[config.mk]
export PLATFORM = sky130hd
export DESIGN_NAME = tpc_top
export DESIGN_NICKNAME = d
export VERILOG_FILES = /design/src/design/tpc_pkg.sv /design/src/design/tpc_top.sv
export SDC_FILE = /design/constraint.sdc
export NUM_CORES = 1
export LEC_CHECK = 0
export BUFFER_PORTS_ARGS = -buffer_cell sky130_fd_sc_hd__buf_2
export CORE_MARGIN = 4
export CORE_UTILIZATION = 50
export CTS_BUF_LIST = sky130_fd_sc_hd__clkbuf_4 sky130_fd_sc_hd__clkbuf_8
export CTS_CLUSTER_DIAMETER = 200
export DETAILED_ROUTE_END_ITERATION = 10
export GPL_TIMING_DRIVEN = 0
export HOLD_SLACK_MARGIN = 0.02
export PLACE_DENSITY = 0.7
export SLEW_MARGIN = 20
export SYNTH_ARGS = -nofsm -noshare
export SYNTH_HDL_FRONTEND = slang
export SYNTH_SLANG_ARGS = --single-unit
[constraint.sdc]
create_clock -name pclk -period 4.55 [get_ports pclk]
set_input_delay 0.2275 -clock pclk [delete_from_list [all_inputs] [get_ports pclk]]
set_output_delay 0.2275 -clock pclk [all_outputs]
set_load 0.01 [all_outputs]
[src/design/tpc_pkg.sv]
// What this block does
// On counter match, drive channel pin high, low or inverted per compare action.
// Unbuffered value writes act at once; passed values miss that period.
// Software writes smaller values in compare handler, larger in overflow handler.
// Channel 0 link bit pairs channels; combined output only on channel 0 pin.
// Linked: channel 0 value first; last written pair takes over at overflow.
// Linked: channel 0 control governs, channel 1 control ignored, pin 1 released.
// Linked: write to active value register acts immediately.
// Toggle at overflow flips pin when counter reaches modulo; period between overflows.
// Software sets compare action to the complement of the active pulse level.
// PWM period equals modulo plus one counter clocks.
// Software avoids toggle compare action while generating PWM.
// Software halts and clears counter, programs modulo, value, mode, then releases.
// Halt bit stops counter; clear bit zeroes counter and prescaler.
// Mode 0:1 selects unbuffered, 1:0 selects linked buffered operation.
// Compare action 1:0 drives pin low, 1:1 drives pin high.
// Channel 0 upper mode bit overrides lower mode bit.
// Without overflow toggle, pin never toggles at overflow, giving zero duty.
// Full duty bit with overflow toggle clear holds output at full duty.
// Compare sets channel event flag; interrupt only when channel enable set.
// Rollover after modulo match sets overflow flag; interrupt when enabled.
// Compare is full 16-bit equality, once per counter increment.
// Compare action level wins over coincident overflow toggle.
package tpc_pkg;

    // ========================================
    // Register offsets (byte addresses)
    localparam logic [7:0] TIMER_SC_OFS = 8'h00;
    localparam logic [7:0] COUNTER_OFS = 8'h04;
    localparam logic [7:0] MODULO_OFS = 8'h08;
    localparam logic [7:0] CHAN0_SC_OFS = 8'h0C;
    localparam logic [7:0] CHAN0_VAL_OFS = 8'h10;
    localparam logic [7:0] CHAN1_SC_OFS = 8'h14;
    localparam logic [7:0] CHAN1_VAL_OFS = 8'h18;

    // ========================================
    // Timer status and control fields
    localparam int OVF_FLAG_BIT = 7;
    localparam int OVF_IE_BIT = 6;
    localparam int HALT_BIT = 5;
    localparam int CLEAR_BIT = 4;
    localparam int PS_LSB = 0;
    localparam int PS_W = 3;
    localparam logic [2:0] PS_EXTERNAL = 3'h7;
    localparam int PRESC_W = 6;

    // ========================================
    // Channel status and control fields
    localparam int CH_FLAG_BIT = 7;
    localparam int CH_IE_BIT = 6;
    localparam int MS_UPPER_BIT = 5;
    localparam int MS_LOWER_BIT = 4;
    localparam int ACT_UPPER_BIT = 3;
    localparam int ACT_LOWER_BIT = 2;
    localparam int TOV_BIT = 1;
    localparam int MAX_BIT = 0;

    // ========================================
    // Reset values
    localparam logic [15:0] MODULO_RESET = 16'hFFFF;
    localparam logic [15:0] VALUE_RESET = 16'h0000;
    localparam logic [7:0] CH_SC_RESET = 8'h00;

endpackage

[src/design/tpc_top.sv]
`timescale 1ns/1ps
module tpc_top #(
    parameter int CNT_W = 16
) (
    input wire logic pclk,
    input wire logic presetn,
    input wire logic ce,
    input wire logic psel,
    input wire logic penable,
    input wire logic pwrite,
    input wire logic [7:0] paddr,
    input wire logic [31:0] pwdata,
    output logic [31:0] prdata,
    output logic pready,
    output logic pslverr,
    output logic chan0_pin_out,
    output logic chan0_pin_oe,
    output logic chan1_pin_out,
    output logic chan1_pin_oe,
    output logic timer_irq
);

    // ========================================
    // Helpers
    function automatic logic [tpc_pkg::PRESC_W-1:0] presc_mask(input logic [2:0] ps);
        logic [tpc_pkg::PRESC_W-1:0] m;
        m = '0;
        for (int k = 0; k < tpc_pkg::PRESC_W; k++) begin
            if (k < int'(ps)) begin
                m[k] = 1'b1;
            end
        end
        return m;
    endfunction

    function automatic logic out_mode(input logic [7:0] sc);
        return sc[tpc_pkg::ACT_UPPER_BIT] | sc[tpc_pkg::ACT_LOWER_BIT];
    endfunction

    // ========================================
    // State
    logic [7:0] tsc_reg, tsc_next;
    logic ovf_arm_reg, ovf_arm_next;
    logic [CNT_W-1:0] cnt_reg, cnt_next;
    logic [CNT_W-1:0] mod_reg, mod_next;
    logic [tpc_pkg::PRESC_W-1:0] presc_reg, presc_next;
    logic [7:0] sc_reg [2];
    logic [7:0] sc_next [2];
    logic [CNT_W-1:0] val_reg [2];
    logic [CNT_W-1:0] val_next [2];
    logic [1:0] arm_reg, arm_next;
    logic [1:0] pin_reg, pin_next;
    logic [1:0] oe_reg, oe_next;
    logic active_reg, active_next;
    logic pending_reg, pending_next;
    logic [31:0] prdata_reg, prdata_next;
    logic pready_reg, pready_next;
    logic pslverr_reg, pslverr_next;
    logic irq_reg, irq_next;

    // ========================================
    // Bus decode
    logic wr_en;
    logic rd_setup;
    logic mapped;
    logic linked;
    logic ovf_ev;
    logic [1:0] cmp_ev;
    logic [CNT_W-1:0] cmp_val [2];

    assign wr_en = psel & penable & pwrite & pready_reg;
    assign rd_setup = psel & ~penable & ~pwrite;
    assign linked = sc_reg[0][tpc_pkg::MS_UPPER_BIT];

    always_comb begin
        mapped = 1'b1;
        case (paddr)
            tpc_pkg::TIMER_SC_OFS,
            tpc_pkg::COUNTER_OFS,
            tpc_pkg::MODULO_OFS,
            tpc_pkg::CHAN0_SC_OFS,
            tpc_pkg::CHAN0_VAL_OFS,
            tpc_pkg::CHAN1_SC_OFS,
            tpc_pkg::CHAN1_VAL_OFS: begin
                mapped = 1'b1;
            end
            default: begin
                mapped = 1'b0;
            end
        endcase
    end

    // ========================================
    // Bus answer
    always_comb begin
        prdata_next = prdata_reg;
        pready_next = psel & ~penable;
        pslverr_next = psel & ~penable & ~mapped;
        if (rd_setup) begin
            prdata_next = '0;
            case (paddr)
                tpc_pkg::TIMER_SC_OFS: begin
                    prdata_next[7:0] = tsc_reg & ~(8'h01 << tpc_pkg::CLEAR_BIT);
                end
                tpc_pkg::COUNTER_OFS: begin
                    prdata_next[CNT_W-1:0] = cnt_reg;
                end
                tpc_pkg::MODULO_OFS: begin
                    prdata_next[CNT_W-1:0] = mod_reg;
                end
                tpc_pkg::CHAN0_SC_OFS: begin
                    prdata_next[7:0] = sc_reg[0];
                end
                tpc_pkg::CHAN0_VAL_OFS: begin
                    prdata_next[CNT_W-1:0] = val_reg[0];
                end
                tpc_pkg::CHAN1_SC_OFS: begin
                    prdata_next[7:0] = sc_reg[1] & ~(8'h01 << tpc_pkg::MS_UPPER_BIT);
                end
                tpc_pkg::CHAN1_VAL_OFS: begin
                    prdata_next[CNT_W-1:0] = val_reg[1];
                end
                default: begin
                    prdata_next = '0;
                end
            endcase
        end
    end

    always_ff @(posedge pclk or negedge presetn) begin
        if (!presetn) begin
            prdata_reg <= '0;
            pready_reg <= 1'b0;
            pslverr_reg <= 1'b0;
        end else if (ce) begin
            prdata_reg <= prdata_next;
            pready_reg <= pready_next;
            pslverr_reg <= pslverr_next;
        end
    end

    // ========================================
    // Counter, prescaler and timer control
    always_comb begin
        tsc_next = tsc_reg;
        tsc_next[tpc_pkg::CLEAR_BIT] = 1'b0;
        ovf_arm_next = ovf_arm_reg;
        cnt_next = cnt_reg;
        mod_next = mod_reg;
        presc_next = presc_reg;
        ovf_ev = 1'b0;
        if (rd_setup && paddr == tpc_pkg::TIMER_SC_OFS && tsc_reg[tpc_pkg::OVF_FLAG_BIT]) begin
            ovf_arm_next = 1'b1;
        end
        if (tsc_reg[tpc_pkg::CLEAR_BIT]) begin
            cnt_next = '0;
            presc_next = '0;
        end else if (!tsc_reg[tpc_pkg::HALT_BIT] &&
                     tsc_reg[tpc_pkg::PS_LSB +: tpc_pkg::PS_W] != tpc_pkg::PS_EXTERNAL) begin
            presc_next = presc_reg + 1'b1;
            if ((presc_reg & presc_mask(tsc_reg[tpc_pkg::PS_LSB +: tpc_pkg::PS_W])) ==
                presc_mask(tsc_reg[tpc_pkg::PS_LSB +: tpc_pkg::PS_W])) begin
                if (cnt_reg == mod_reg) begin
                    cnt_next = '0;
                    ovf_ev = 1'b1;
                end else begin
                    cnt_next = cnt_reg + 1'b1;
                end
                if (presc_next == (presc_mask(tsc_reg[tpc_pkg::PS_LSB +: tpc_pkg::PS_W]) + 1'b1) ||
                    tsc_reg[tpc_pkg::PS_LSB +: tpc_pkg::PS_W] == 3'h0) begin
                    presc_next = '0;
                end
            end
        end
        if (wr_en && paddr == tpc_pkg::TIMER_SC_OFS) begin
            tsc_next[tpc_pkg::OVF_IE_BIT] = pwdata[tpc_pkg::OVF_IE_BIT];
            tsc_next[tpc_pkg::HALT_BIT] = pwdata[tpc_pkg::HALT_BIT];
            tsc_next[tpc_pkg::CLEAR_BIT] = pwdata[tpc_pkg::CLEAR_BIT];
            tsc_next[tpc_pkg::PS_LSB +: tpc_pkg::PS_W] = pwdata[tpc_pkg::PS_LSB +: tpc_pkg::PS_W];
            if (!pwdata[tpc_pkg::OVF_FLAG_BIT] && ovf_arm_reg) begin
                tsc_next[tpc_pkg::OVF_FLAG_BIT] = 1'b0;
            end
            ovf_arm_next = 1'b0;
        end
        if (wr_en && paddr == tpc_pkg::MODULO_OFS) begin
            mod_next = pwdata[CNT_W-1:0];
        end
        if (ovf_ev) begin
            tsc_next[tpc_pkg::OVF_FLAG_BIT] = 1'b1;
            ovf_arm_next = 1'b0;
        end
    end

    always_ff @(posedge pclk or negedge presetn) begin
        if (!presetn) begin
            tsc_reg <= 8'h01 << tpc_pkg::HALT_BIT;
            ovf_arm_reg <= 1'b0;
            cnt_reg <= '0;
            mod_reg <= tpc_pkg::MODULO_RESET[CNT_W-1:0];
            presc_reg <= '0;
        end else if (ce) begin
            tsc_reg <= tsc_next;
            ovf_arm_reg <= ovf_arm_next;
            cnt_reg <= cnt_next;
            mod_reg <= mod_next;
            presc_reg <= presc_next;
        end
    end

    // ========================================
    // Channels: compare, pins, flags, link
    always_comb begin
        cmp_val[0] = (linked && active_reg) ? val_reg[1] : val_reg[0];
        cmp_val[1] = val_reg[1];
        cmp_ev = '0;
        for (int i = 0; i < 2; i++) begin
            if (cnt_next != cnt_reg && cnt_next == cmp_val[i] && !(i == 1 && linked)) begin
                cmp_ev[i] = 1'b1;
            end
        end
    end

    always_comb begin
        active_next = active_reg;
        pending_next = pending_reg;
        arm_next = arm_reg;
        pin_next = pin_reg;
        oe_next = oe_reg;
        for (int i = 0; i < 2; i++) begin
            sc_next[i] = sc_reg[i];
            val_next[i] = val_reg[i];
        end
        if (!linked) begin
            active_next = 1'b0;
            pending_next = 1'b0;
        end else if (ovf_ev) begin
            active_next = pending_reg;
        end
        for (int i = 0; i < 2; i++) begin
            oe_next[i] = out_mode(sc_reg[i]) && !(i == 1 && linked);
            if (out_mode(sc_reg[i]) && !(i == 1 && linked)) begin
                if (sc_reg[i][tpc_pkg::MAX_BIT] && !sc_reg[i][tpc_pkg::TOV_BIT]) begin
                    pin_next[i] = ~sc_reg[i][tpc_pkg::ACT_LOWER_BIT];
                end else begin
                    if (ovf_ev && sc_reg[i][tpc_pkg::TOV_BIT]) begin
                        pin_next[i] = ~pin_reg[i];
                    end
                    if (cmp_ev[i]) begin
                        case (sc_reg[i][tpc_pkg::ACT_UPPER_BIT -: 2])
                            2'h1: pin_next[i] = ~pin_reg[i];
                            2'h2: pin_next[i] = 1'b0;
                            2'h3: pin_next[i] = 1'b1;
                            default: pin_next[i] = pin_reg[i];
                        endcase
                    end
                end
            end
        end
        for (int i = 0; i < 2; i++) begin
            if (rd_setup && sc_reg[i][tpc_pkg::CH_FLAG_BIT] &&
                paddr == (i == 0 ? tpc_pkg::CHAN0_SC_OFS : tpc_pkg::CHAN1_SC_OFS)) begin
                arm_next[i] = 1'b1;
            end
            if (wr_en && paddr == (i == 0 ? tpc_pkg::CHAN0_SC_OFS : tpc_pkg::CHAN1_SC_OFS)) begin
                sc_next[i][6:0] = pwdata[6:0];
                if (i == 1) begin
                    sc_next[i][tpc_pkg::MS_UPPER_BIT] = 1'b0;
                end
                if (!pwdata[tpc_pkg::CH_FLAG_BIT] && arm_reg[i]) begin
                    sc_next[i][tpc_pkg::CH_FLAG_BIT] = 1'b0;
                end
                arm_next[i] = 1'b0;
            end
            if (wr_en && paddr == (i == 0 ? tpc_pkg::CHAN0_VAL_OFS : tpc_pkg::CHAN1_VAL_OFS)) begin
                val_next[i] = pwdata[CNT_W-1:0];
                pending_next = (i == 1);
            end
        end
        if (cmp_ev[0]) begin
            sc_next[0][tpc_pkg::CH_FLAG_BIT] = 1'b1;
        end
        if (cmp_ev[1]) begin
            sc_next[1][tpc_pkg::CH_FLAG_BIT] = 1'b1;
        end
        irq_next = (tsc_reg[tpc_pkg::OVF_FLAG_BIT] & tsc_reg[tpc_pkg::OVF_IE_BIT]) |
                   (sc_reg[0][tpc_pkg::CH_FLAG_BIT] & sc_reg[0][tpc_pkg::CH_IE_BIT]) |
                   (sc_reg[1][tpc_pkg::CH_FLAG_BIT] & sc_reg[1][tpc_pkg::CH_IE_BIT] & ~linked);
    end

    always_ff @(posedge pclk or negedge presetn) begin
        if (!presetn) begin
            for (int i = 0; i < 2; i++) begin
                sc_reg[i] <= tpc_pkg::CH_SC_RESET;
                val_reg[i] <= tpc_pkg::VALUE_RESET[CNT_W-1:0];
            end
            active_reg <= 1'b0;
            pending_reg <= 1'b0;
            arm_reg <= '0;
            pin_reg <= '0;
            oe_reg <= '0;
            irq_reg <= 1'b0;
        end else if (ce) begin
            for (int i = 0; i < 2; i++) begin
                sc_reg[i] <= sc_next[i];
                val_reg[i] <= val_next[i];
            end
            active_reg <= active_next;
            pending_reg <= pending_next;
            arm_reg <= arm_next;
            pin_reg <= pin_next;
            oe_reg <= oe_next;
            irq_reg <= irq_next;
        end
    end

    // ========================================
    // Outputs
    assign prdata = prdata_reg;
    assign pready = pready_reg;
    assign pslverr = pslverr_reg;
    assign chan0_pin_out = pin_reg[0];
    assign chan0_pin_oe = oe_reg[0];
    assign chan1_pin_out = pin_reg[1];
    assign chan1_pin_oe = oe_reg[1];
    assign timer_irq = irq_reg;

endmodule
Yosys cells after proc, flatten, opt, wreduce, memory -nomap -nowiden

Index checks and enable logic that the tools add are counted.

Bitwise logic cells: 23
Equal/unequal tests: 23
Muxes and demuxes: 83
$add $sub $neg: 3
Reductions and logical operators: 64
Order comparisons: 6

Operators by type and width:

| cell                  | count |
|---|---|
| $mux 16               | 5 |
| $mux 1                | 67 |
| $pmux 8 s7            | 1 |
| $eq 16x16->1          | 3 |
| $pmux 8 s4            | 1 |
| $reduce_and 2->1      | 13 |
| $logic_and 1x1->1     | 25 |
| $eq 8x5->1 const B    | 3 |
| $mux 6                | 4 |
| $reduce_bool 2->1     | 9 |
| $add 16x1->16 const B | 1 |
| $eq 8x4->1 const B    | 2 |
| $mux 8                | 2 |
| $ne 16x16->1          | 1 |
| $add 6x1->6 const B   | 2 |
| $eq 6x6->1            | 2 |
| $and 1x1->1           | 10 |
| $ne 5x1->1 const B    | 2 |
| $reduce_and 3->1      | 3 |
| $reduce_bool 3->1     | 3 |
| $eq 2x2->1 const B    | 4 |
| $eq 8x3->1 const B    | 1 |
| $logic_not 8->1       | 1 |
| $not 1->1             | 8 |
| 16 further kinds      | 29 |

Output and inout port bits: 39
Word-level logic and storage cells: 226
Bits in registers: 120
Bits of input ports: 46

Logic depth before layout (Yosys ltp)

Gate-level depths: netlist of run 1.

Word-level depth: 16
Depth in mapped cells: 14
Depth with buffers taken out: 12

Worst setup path before layout of run 1

OpenSTA, ideal clock, no wires.

Kind: register -> register
From: register tsc_reg[1]
To: register pin_reg[0]
Buffers on the path: 2
Setup time: 0.128 ns
Cell stages (with the launch flop): 15
Data required time: 4.422 ns
Clock period less this slack: 3.801 ns
Slack: 0.749 ns
Arrival time: 3.674 ns
Cell sequence: dfrtp_1 clkbuf_1 or3_1 ha_1 nand4b_1 o22ai_1 nand3_1 buf_2 and3_1 a211oi_4 xor2_1 or4_1 nor3_1 o2111ai_1 mux2_1

Cells in the longest elaborated chain, start to end: 14
Elaborated cells between the ends (all ways): 44
Classes of those cells: order compare (6); eq/ne (5); mux (27); bitwise (1); reduce/logical (5)

Ends and longest elaborated chain:

| what                                                        | line           | text |
|---|---|---|
| start, declared                                             | tpc_top.sv:42  | `logic [7:0] tsc_reg, tsc_next;` |
| start signal, assigned                                      | tpc_top.sv:196 | `tsc_reg <= 8'h01 << tpc_pkg::HALT_BIT;` |
| start signal, assigned                                      | tpc_top.sv:202 | `tsc_reg <= tsc_next;` |
| $lt 1x3->1, or another cell as far along                    | tpc_top.sv:29  | `if (k < int'(ps)) begin` |
| $mux 1                                                      | tpc_top.sv:29  |  |
| $mux 1                                                      | tpc_top.sv:158 | `end else if (!tsc_reg[tpc_pkg::HALT_BIT] &&` |
| $mux 1                                                      | tpc_top.sv:155 | `if (tsc_reg[tpc_pkg::CLEAR_BIT]) begin` |
| $and 6x6->6                                                 | tpc_top.sv:161 | `if ((presc_reg & presc_mask(tsc_reg[tpc_pkg::PS_LSB +: tpc_pkg::PS_W])) ==` |
| $eq 6x6->1                                                  | tpc_top.sv:161 |  |
| $mux 16                                                     | tpc_top.sv:161 |  |
| $mux 16                                                     | tpc_top.sv:158 |  |
| $mux 16                                                     | tpc_top.sv:155 |  |
| $ne 16x16->1 / $eq 16x16->1 (equally long branches)         | tpc_top.sv:217 | `if (cnt_next != cnt_reg && cnt_next == cmp_val[i] && !(i == 1 && linked)) begin` |
| $logic_and 1x1->1                                           | tpc_top.sv:217 |  |
| $mux 1                                                      | tpc_top.sv:217 |  |
| $ne 5x1->1 (no line), or another cell as far along          | n/a            |  |
| $reduce_and 4->1 (no line) / $mux 1 (equally long branches) | n/a            |  |
| end signal, assigned                                        | tpc_top.sv:310 | `pin_reg <= pin_next;` |
| end, declared                                               | tpc_top.sv:52  | `logic [1:0] pin_reg, pin_next;` |

Several ways; a longest one is shown, not always the timed one. The select of a mux whose other input is x is not followed.
A chain may end at the register's enable or synchronous reset.

Final worst setup path of run 1

From: register tsc_reg[0]
To: register pin_reg[1]

Cells in the longest elaborated chain, start to end: 15
Elaborated cells between the ends (all ways): 45
Classes of those cells: order compare (6); eq/ne (5); mux (27); bitwise (1); reduce/logical (6)

Ends and longest elaborated chain:

| what                                                        | line |
|---|---|
| $lt 1x3->1, or another cell as far along                    | tpc_top.sv:29 |
| $mux 1                                                      | tpc_top.sv:29 |
| $mux 1                                                      | tpc_top.sv:158 |
| $mux 1                                                      | tpc_top.sv:155 |
| $and 6x6->6                                                 | tpc_top.sv:161 |
| $eq 6x6->1                                                  | tpc_top.sv:161 |
| $mux 16                                                     | tpc_top.sv:161 |
| $mux 16                                                     | tpc_top.sv:158 |
| $mux 16                                                     | tpc_top.sv:155 |
| $ne 16x16->1 / $eq 16x16->1 (equally long branches)         | tpc_top.sv:217 |
| $logic_and 1x1->1 (2 in a row)                              | tpc_top.sv:217 |
| $mux 1                                                      | tpc_top.sv:217 |
| $ne 5x1->1 (no line), or another cell as far along          | n/a |
| $reduce_and 4->1 (no line) / $mux 1 (equally long branches) | n/a |

Several ways; a longest one is shown, not always the timed one. The select of a mux whose other input is x is not followed.

==> results of run 1 <==
routing by layer:
metal | track usage | vias up | share of wire
li1 | - | 2996 | -
met4 | 0.09510 | 0 | 0.029
met3 | 0.06002 | 43 | 0.070
met1 | 0.3400 | 3286 | 0.42
met5 | 0 | - | 0
met2 | 0.4418 | 329 | 0.48
layout make-up:
class / instances / area share
tap: 184 / 0.02614
inverter: 24 / 0.01023
clock inverter: 14 / 0.02784
multi-input combinational: 571 / 0.4849
buffer: 64 / 0.04105
sequential: 120 / 0.3433
clock buffer: 18 / 0.02741
timing repair buffer: 59 / 0.03906
final timing paths:
path	start	end	slack, ns
worst max-delay path	tsc_reg[0]$_DFFE_PN0P_	pin_reg[1]$_DFFE_PN0P_	0.11
worst min-delay path	pwdata[13]	cmp_val[13]$_DFFE_PN0P_	0.04
worst max register to register	tsc_reg[0]$_DFFE_PN0P_	pin_reg[1]$_DFFE_PN0P_	0.11
worst min register to register	oe_reg[1]$_DFFE_PN0P_	oe_reg[1]$_DFFE_PN0P_	0.48
max in group asynchronous	presetn	mod_reg[1]$_DFFE_PN1P_	3.53
min in group asynchronous	presetn	prdata[1]$_DFFE_PN0P_	0.24
worst register-to-register path, stage by stage, from the launching register on:
cell and delay, ns:
dfrtp_1 0.42, clkbuf_1 0.24, or3_1 0.40, ha_1 0.25
nand4b_1 0.28, o22a_1 0.29, nor3_2 0.29, buf_2 0.29
o21ai_0 0.16, a22oi_2 0.39, nor4bb_2 0.35, a31oi_1 0.08
o32a_1 0.22, a2111oi_4 0.27, buf_4 0.21, mux2i_1 0.20
report_power, final:
group / internal [mW] / leakage, nW / total [mW] / switching [mW]
logic: 0.414 / 2.24 / 1.03 / 0.620
clock network: 0.719 / 0.241 / 1.20 / 0.479
registers: 1.15 / 1.55 / 1.20 / 0.0550
kinds of logic after synthesis:
logic type,after synthesis,synth area share
AND/OR/NAND/NOR,213,0.1459
multiplexers,121,0.1723
XOR/XNOR,47,0.05788
other,1,0.0004914
flip-flops,120,0.3963
adder cells (fa/ha/maj),5,0.008198
buffers and inverters,89,0.05952
AO/OA/AOI/OAI,169,0.1594
through the flow:
stage               utilization  total power, mW  setup slack (ns)
detailed placement       0.5569            2.196           -0.1579
global route             0.5970            3.572          -0.08251
global placement         0.5543            2.167          -0.09612
floorplan                     -            1.903            0.7487
finish                   0.5970            3.433            0.1139
CTS                      0.5928            3.397          0.002200
synth_stat cells (all sizes together) (4+ instances only):
master and n:
buf 36, and3 9, a21o 5, xor2 21
nor2b 4, a22o 4, ha 5, mux2 83
nand2 46, or3 5, nand2b 4, mux2i 38
a31oi 13, nor3 26, nor2 52, dfrtp 103
a222oi 8, o31ai 5, or4 4, xnor2 26
inv 24, o22ai 9, a21oi 38, o221ai 7
nor4 11, o21ai 35, nand4 11, o2bb2ai 5
dfstp 17, clkbuf 29, nand3 22, a221oi 4
timing repair:
item | in CTS | in global routing
buffers inserted | 0 | 4
pin swaps | 0 | 4
endpoints found under the hold margin | 40 | 0
resized for setup | 5 | 7
gates cloned | 0 | 0
setup endpoints to repair | 3 | 4
hold buffers | 2 | 0
==> qor.csv, run 1 <==
stage,metric,value,unit
place,Area after DPL,8217,µm²
die,Die Height,131.5,µm
flow_run,max_cap viols,0,
place,IO buf count,52,
cts,Sink Count,120,
sta,Slew Limit Fails,0,
route,DRT Pass-1 Iters,8,
grt,gr ovfl total,0,
grt,number of global-route vias before repair,6525,
route,Vias,6654,
route,Total Wirelength,23360,µm
min_path,Hold/Removal Path Class,in -> reg,
cts,root buf cell,clkbuf_8,
cells_and_area,Fill cells,1246,
cells_and_area,area grow syn2layout,15.43,%
cells_and_area,Register Area,3024,µm²
die,FP Rows,44,
cells_and_area,layout cells sized above 1,0.2920,
worst_setup_path,Worst Path Arrival,4.81,ns
cts,number of buffers created by CTS,17,
cells_and_area,design area,8808,µm²
cts,Worst-Skew Late Latency,0.46,ns
synth,"Async S/R FF share, synth",1.000,
route,wire per inst,22.16,µm
sta,Max transition margin,0.2267,
power_and_ir_drop,VDD IR max,0.2200,mV
min_path,WHS Path Cells,2,
synth,Synth cell types,82,
synth,Synth area leader,dfrtp_1,
sta,Setup-failing EPs final,0,
sta,Final Hold Fails,0,
worst_setup_path,CP max stage cell,dfrtp_1,
route,drt via density,6.313,
route,DR DRC count,0,
sta,slew of the pin with the lowest slew margin,1.144,ns
route,Antenna Violating Nets Remaining,0,
synth,cell area after synthesis,7631,µm²
worst_setup_path,worst-path fanout max,10,
worst_setup_path,Worst setup SP type,flop,
die,core area,14750,µm²
worst_setup_path,"CP delay by family, top",compound AO/OA/AOI/OAI gates,
worst_setup_path,Worst path max stage delay,0.42,ns
cells_and_area,most frequent cells in the layout,"103 x dfrtp_1, 82 x mux2_2, 63 x buf_2",
worst_setup_path,Critical Path Stages,15,
synth,Synth Warn #,0,
cells_and_area,"commonest non-fill, non-tap cell in the layout",dfrtp_1,
place,hpwl dp,17140,µm
outcome,status,finished clean,
cells_and_area,Final Non-Filler Cells,1054,
power_and_ir_drop,P_leak,4.030,nW
synth,"Top FF cell, synth",dfrtp_1,
synth,Synth area leaders,"dfrtp_1 34%, mux2_2 12%, dfstp_2 5.9%",
die,die area,17300,µm²
route,initial DRC count,675,
cts,clock tree from TritonCTS,done,
cells_and_area,Antenna Cells,0,
place,Final Wtd Congestion,0.9638,
sta,Tcrit/Tclk final,0.9750,
sta,Tmin final,4.436,ns
worst_setup_path,Buf/Inv on CP,3,
sta,post-route setup TNS,0,ns
cells_and_area,area of the multi-input gates,4272,µm²
worst_setup_path,worst-path cell chain,clkbuf_1 -> or3_1 -> ha_1 -> nand4b_1 -> o22a_1 -> nor3_2 -> buf_2 -> o21ai_0 -> a22oi_2 -> nor4bb_2 -> a31oi_1 -> o32a_1 -> a2111oi_4 -> buf_4 -> mux2i_1,
sta,hold slack,0.03861,ns
cts,clk buf depth,2,
die,Initial Util,0.5172,
cts,"Clk pin slew, worst setup/hold paths",0.08,ns
grt,GR Util All Layers,0.2651,
die,# IOs,85,
synth,area share of the largest cell type after synthesis,0.3378,
synth,#FFs+latches synth,120,
power_and_ir_drop,Cell Pwr Density,389.7,nW/µm²
sta,Fmax,225.4,MHz
worst_setup_path,Critical Path End Type,flop,
die,chip width,131.5,µm
worst_setup_path,worst path required time,4.92,ns
sta,Worst Skew,0.01396,ns
grt,largest net degree at the start of global routing,82,
synth,"EDFF count, synth",0,
synth,syn_area_per_cell,9.975,µm²
worst_setup_path,crit path kind,reg -> reg,
worst_setup_path,FF-to-FF path depth,15,
synth,Post-Synthesis Cells,765,
synth,sequential element share of the synthesized area,0.3963,
cts,htree depth,4,
grt,first-pass GRT wire length,36480,µm
place,cell count after placement,1017,
grt,antenna violations before repair,0,
cells_and_area,Nets,908,
Power figures use the tool's default switching activity.
==> run 2: changes to the inputs <==
--- a/config.mk
+++ b/config.mk
@@ -9,11 +9,12 @@
 export CORE_MARGIN = 4
 export CORE_UTILIZATION = 50
 export CTS_BUF_LIST = sky130_fd_sc_hd__clkbuf_4 sky130_fd_sc_hd__clkbuf_8
-export CTS_CLUSTER_DIAMETER = 200
+export CTS_CLUSTER_DIAMETER = 80
 export DETAILED_ROUTE_END_ITERATION = 10
 export GPL_TIMING_DRIVEN = 0
 export HOLD_SLACK_MARGIN = 0.02
 export PLACE_DENSITY = 0.7
+export REMOVE_ABC_BUFFERS = 1
 export SLEW_MARGIN = 20
 export SYNTH_ARGS = -nofsm -noshare
 export SYNTH_HDL_FRONTEND = slang
==> run 2 against run 1 <==
  * Die area did not move
  * Utilization fell by 2.6 points
  * Total power fell by 9.8%
  * Cell area fell by 4.4%
  * Clock skew fell by 0.00070 ns
  * Cell count fell by 5.2%
  * Non-clock buffer count fell by 55
  * First-iteration DRC count fell by 17%
  * Sequential cell count did not move
==> qor.csv, run 2 (same netlist as run 1, synthesis figures left out) <==
stage,metric,value,unit,change
grt,number of global-route vias before repair,6560,,"was 6,525"
cells_and_area,"commonest non-fill, non-tap cell in the layout",dfrtp_1,,unchanged
cts,number of buffers created by CTS,17,,unchanged
cells_and_area,layout cells sized above 1,0.2687,,was 0.2920
place,cell count after placement,957,,"was 1,017"
grt,antenna violations before repair,0,,unchanged
grt,first-pass GRT wire length,34410,µm,"was 36,480 µm"
flow_run,max_cap viols,0,,unchanged
worst_setup_path,CP max stage cell,nor4_4,,was dfrtp_1
sta,Slew Limit Fails,0,,unchanged
worst_setup_path,Worst setup SP type,flop,,unchanged
grt,GR Layer Usage met1,0.3127,,was 0.3400
worst_setup_path,worst path required time,4.89,ns,was 4.92 ns
cts,clock tree from TritonCTS,done,,unchanged
sta,Max transition margin,0.2400,,was 0.2267
place,Final Wtd Congestion,0.9070,,was 0.9638
worst_setup_path,crit path kind,reg -> reg,,unchanged
worst_setup_path,worst-path cell chain,xnor2_1 -> nand4_1 -> nor4_4 -> nor2_4 -> buf_12 -> a211oi_4 -> xor2_1 -> or4_1 -> nor3_1 -> o2111ai_1 -> mux2_1,,was clkbuf_1 -> or3_1 -> ha_1 -> nand4b_1 -> o22a_1 -> nor3_2 -> buf_2 -> o21ai_0 -> a22oi_2 -> nor4bb_2 -> a31oi_1 -> o32a_1 -> a2111oi_4 -> buf_4 -> mux2i_1
sta,slew of the pin with the lowest slew margin,1.140,ns,was 1.144 ns
outcome,status,finished clean,,unchanged
sta,RSZ-0062 raised after global routing,false,,
cells_and_area,area grow syn2layout,10.31,%,was 15.43%
power_and_ir_drop,Seq pwr share,0.419,,was 0.350
grt,gr ovfl total,0,,unchanged
grt,GR Util All Layers,0.2436,,was 0.2651
die,Die Height,131.5,µm,unchanged
grt,largest net degree at the start of global routing,70,,was 82
sta,Fmax,231.4,MHz,was 225.4 MHz
route,Vias,6424,,"was 6,654"
worst_setup_path,"CP delay by family, top",simple AND/OR/NAND/NOR gates,,was compound AO/OA/AOI/OAI gates
sta,Worst Skew,0.01326,ns,was 0.01396 ns
power_and_ir_drop,logic gate share of total power,0.272,,was 0.301
route,DR DRC count,0,,unchanged
worst_setup_path,Critical Path End Type,flop,,unchanged
die,die area,17300,µm²,unchanged
worst_setup_path,worst-path fanout max,19,,was 10
min_path,Hold/Removal Path Class,in -> reg,,unchanged
cts,Sink Count,120,,unchanged
power_and_ir_drop,clock power share,0.309,,was 0.349
route,DRT Pass-1 Iters,5,,was 8
power_and_ir_drop,Cell Pwr Density,367.7,nW/µm²,was 389.7 nW/µm²
cells_and_area,Antenna Cells,0,,unchanged
cells_and_area,Final Non-Filler Cells,999,,"was 1,054"
route,initial DRC count,561,,was 675
route,drt via density,6.430,,was 6.313
route,wire per inst,20.70,µm,was 22.16 µm
worst_setup_path,Buf/Inv on CP,1,,was 3
place,hpwl dp,14520,µm,"was 17,140 µm"
cells_and_area,most frequent cells in the layout,"103 x dfrtp_1, 82 x mux2_2, 55 x buf_2",,"was 103 x dfrtp_1, 82 x mux2_2, 63 x buf_2"
cells_and_area,Nets,853,,was 908
power_and_ir_drop,P_leak,3.800,nW,was 4.030 nW
cells_and_area,Fill cells,1276,,"was 1,246"
power_and_ir_drop,Cell Int Power,1.960,mW,was 2.279 mW
power_and_ir_drop,P_sw,1.135,mW,was 1.154 mW
power_and_ir_drop,Sw Share,0.3667,,was 0.3362
grt,M3 GR Usage,0.05428,,was 0.06002
cells_and_area,final core occ,0.5706,,was 0.5970
cts,Worst-Skew Late Latency,0.46,ns,about the same
die,# IOs,85,,unchanged
worst_setup_path,r2r setup slk,0.23,ns,was 0.11 ns
die,chip width,131.5,µm,unchanged
route,Antenna Violating Nets Remaining,0,,unchanged
sta,hold slack,0.03628,ns,was 0.03861 ns
place,IO buf count,52,,unchanged
power_and_ir_drop,total power,3.095,mW,was 3.433 mW
worst_setup_path,Worst Path Arrival,4.66,ns,was 4.81 ns
sta,Final Hold Fails,0,,unchanged
cts,htree depth,4,,unchanged
cts,root buf cell,clkbuf_8,,unchanged
sta,Tcrit/Tclk final,0.9497,,was 0.9750
sta,Tmin final,4.321,ns,was 4.436 ns
die,core area,14750,µm²,unchanged
route,Total Wirelength,20680,µm,"was 23,360 µm"
cts,clk buf depth,2,,unchanged
grt,GRT busiest layer,met2,,unchanged
power_and_ir_drop,VDD IR max,0.2556,mV,was 0.2200 mV
die,FP Rows,44,,unchanged
die,Initial Util,0.5172,,unchanged
grt,routing usage on met2,0.4046,,was 0.4418
worst_setup_path,Worst path max stage delay,0.87,ns,was 0.42 ns
cts,"Clk pin slew, worst setup/hold paths",0.08,ns,about the same
sta,Setup-failing EPs final,0,,unchanged
run 2: cell count changes in the layout (fill, tap and decap cells not counted), moves of 2 or more:
| cell | previous run | this run |
|---|---|---|
| clkinv_4 | 4 | 2 |
| clkbuf_1 | 27 | 0 |
| inv_6 | 2 | 5 |
| clkinvlp_4 | 1 | 4 |
| nor3_2 | 6 | 4 |
| dlygate4sd3_1 | 2 | 7 |
| bufinv_16 | 6 | 1 |
| buf_2 | 63 | 55 |
| buf_6 | 6 | 1 |
| buf_4 | 22 | 3 |
run 2: power groups by stage:
stage	Sequential (mW)	Combinational [mW]	Clock, mW
after floorplan	1.28	0.553	0
after detailed placement	1.31	0.803	0
after CTS	1.29	0.814	0.970
after global placement	1.31	0.775	0
after global routing	1.31	0.922	1.03
final	1.30	0.842	0.955
run 2: path summary, 6_finish.rpt:
kind | from | to | cells after the start
worst min-delay path | pwdata[10] | mod_reg[10]$_DFFE_PN1P_ | 2
max in group asynchronous | presetn | mod_reg[2]$_DFFE_PN1P_ | 3
worst max-delay path | cnt_reg[4]$_DFFE_PN0P_ | pin_reg[0]$_DFFE_PN0P_ | 11
worst min register to register | oe_reg[0]$_DFFE_PN0P_ | oe_reg[0]$_DFFE_PN0P_ | 1
min in group asynchronous | presetn | prdata[7]$_DFFE_PN0P_ | 2
worst max register to register | cnt_reg[4]$_DFFE_PN0P_ | pin_reg[0]$_DFFE_PN0P_ | 11
run 2: worst register-to-register path: stages, from the launching register on:
cell and delay, ns:
dfrtp_1 0.53, xnor2_1 0.40, nand4_1 0.27, nor4_4 0.87, nor2_4 0.09, buf_12 0.18, a211oi_4 0.27, xor2_1 0.13
or4_1 0.53, nor3_1 0.19, o2111ai_1 0.32, mux2_1 0.43
run 2: repair_timing:
item | CTS | global route
hold endpoints to repair | 51 | 1
hold buffers | 6 | 1
setup buffers | 0 | 3
resized for setup | 1 | 4
pin swaps | 0 | 2
endpoints found under the setup margin | 1 | 4
run 2: per-layer routing:
layer	vias to the layer above	wire length [µm]
met5	-	0
met3	41	1387
li1	2885	-
met4	0	499
met2	282	10070
met1	3216	8724
run 2: stage by stage:
stage               TNS (ns)  setup WS (ns)  instance area, µm²
floorplan                  0         0.7299                7323
global placement      -32.02         -2.255                7814
detailed placement   -0.1219        -0.1219                7901
CTS                        0        0.02444                8352
global route               0        0.01130                8418
finish                     0         0.2290                8418
run 2: final cells by class:
cell class | count | area (µm²) | share of cell area
Sequential cell | 120 | 3024 | 0.3592
Tap cell | 184 | 230.2 | 0.02735
Clock inverter | 14 | 137.6 | 0.01635
Clock buffer | 18 | 247.7 | 0.02943
Multi-Input combinational cell | 571 | 4262 | 0.5062
Inverter | 24 | 90.09 | 0.01070
Timing Repair Buffer | 68 | 426.7 | 0.05068
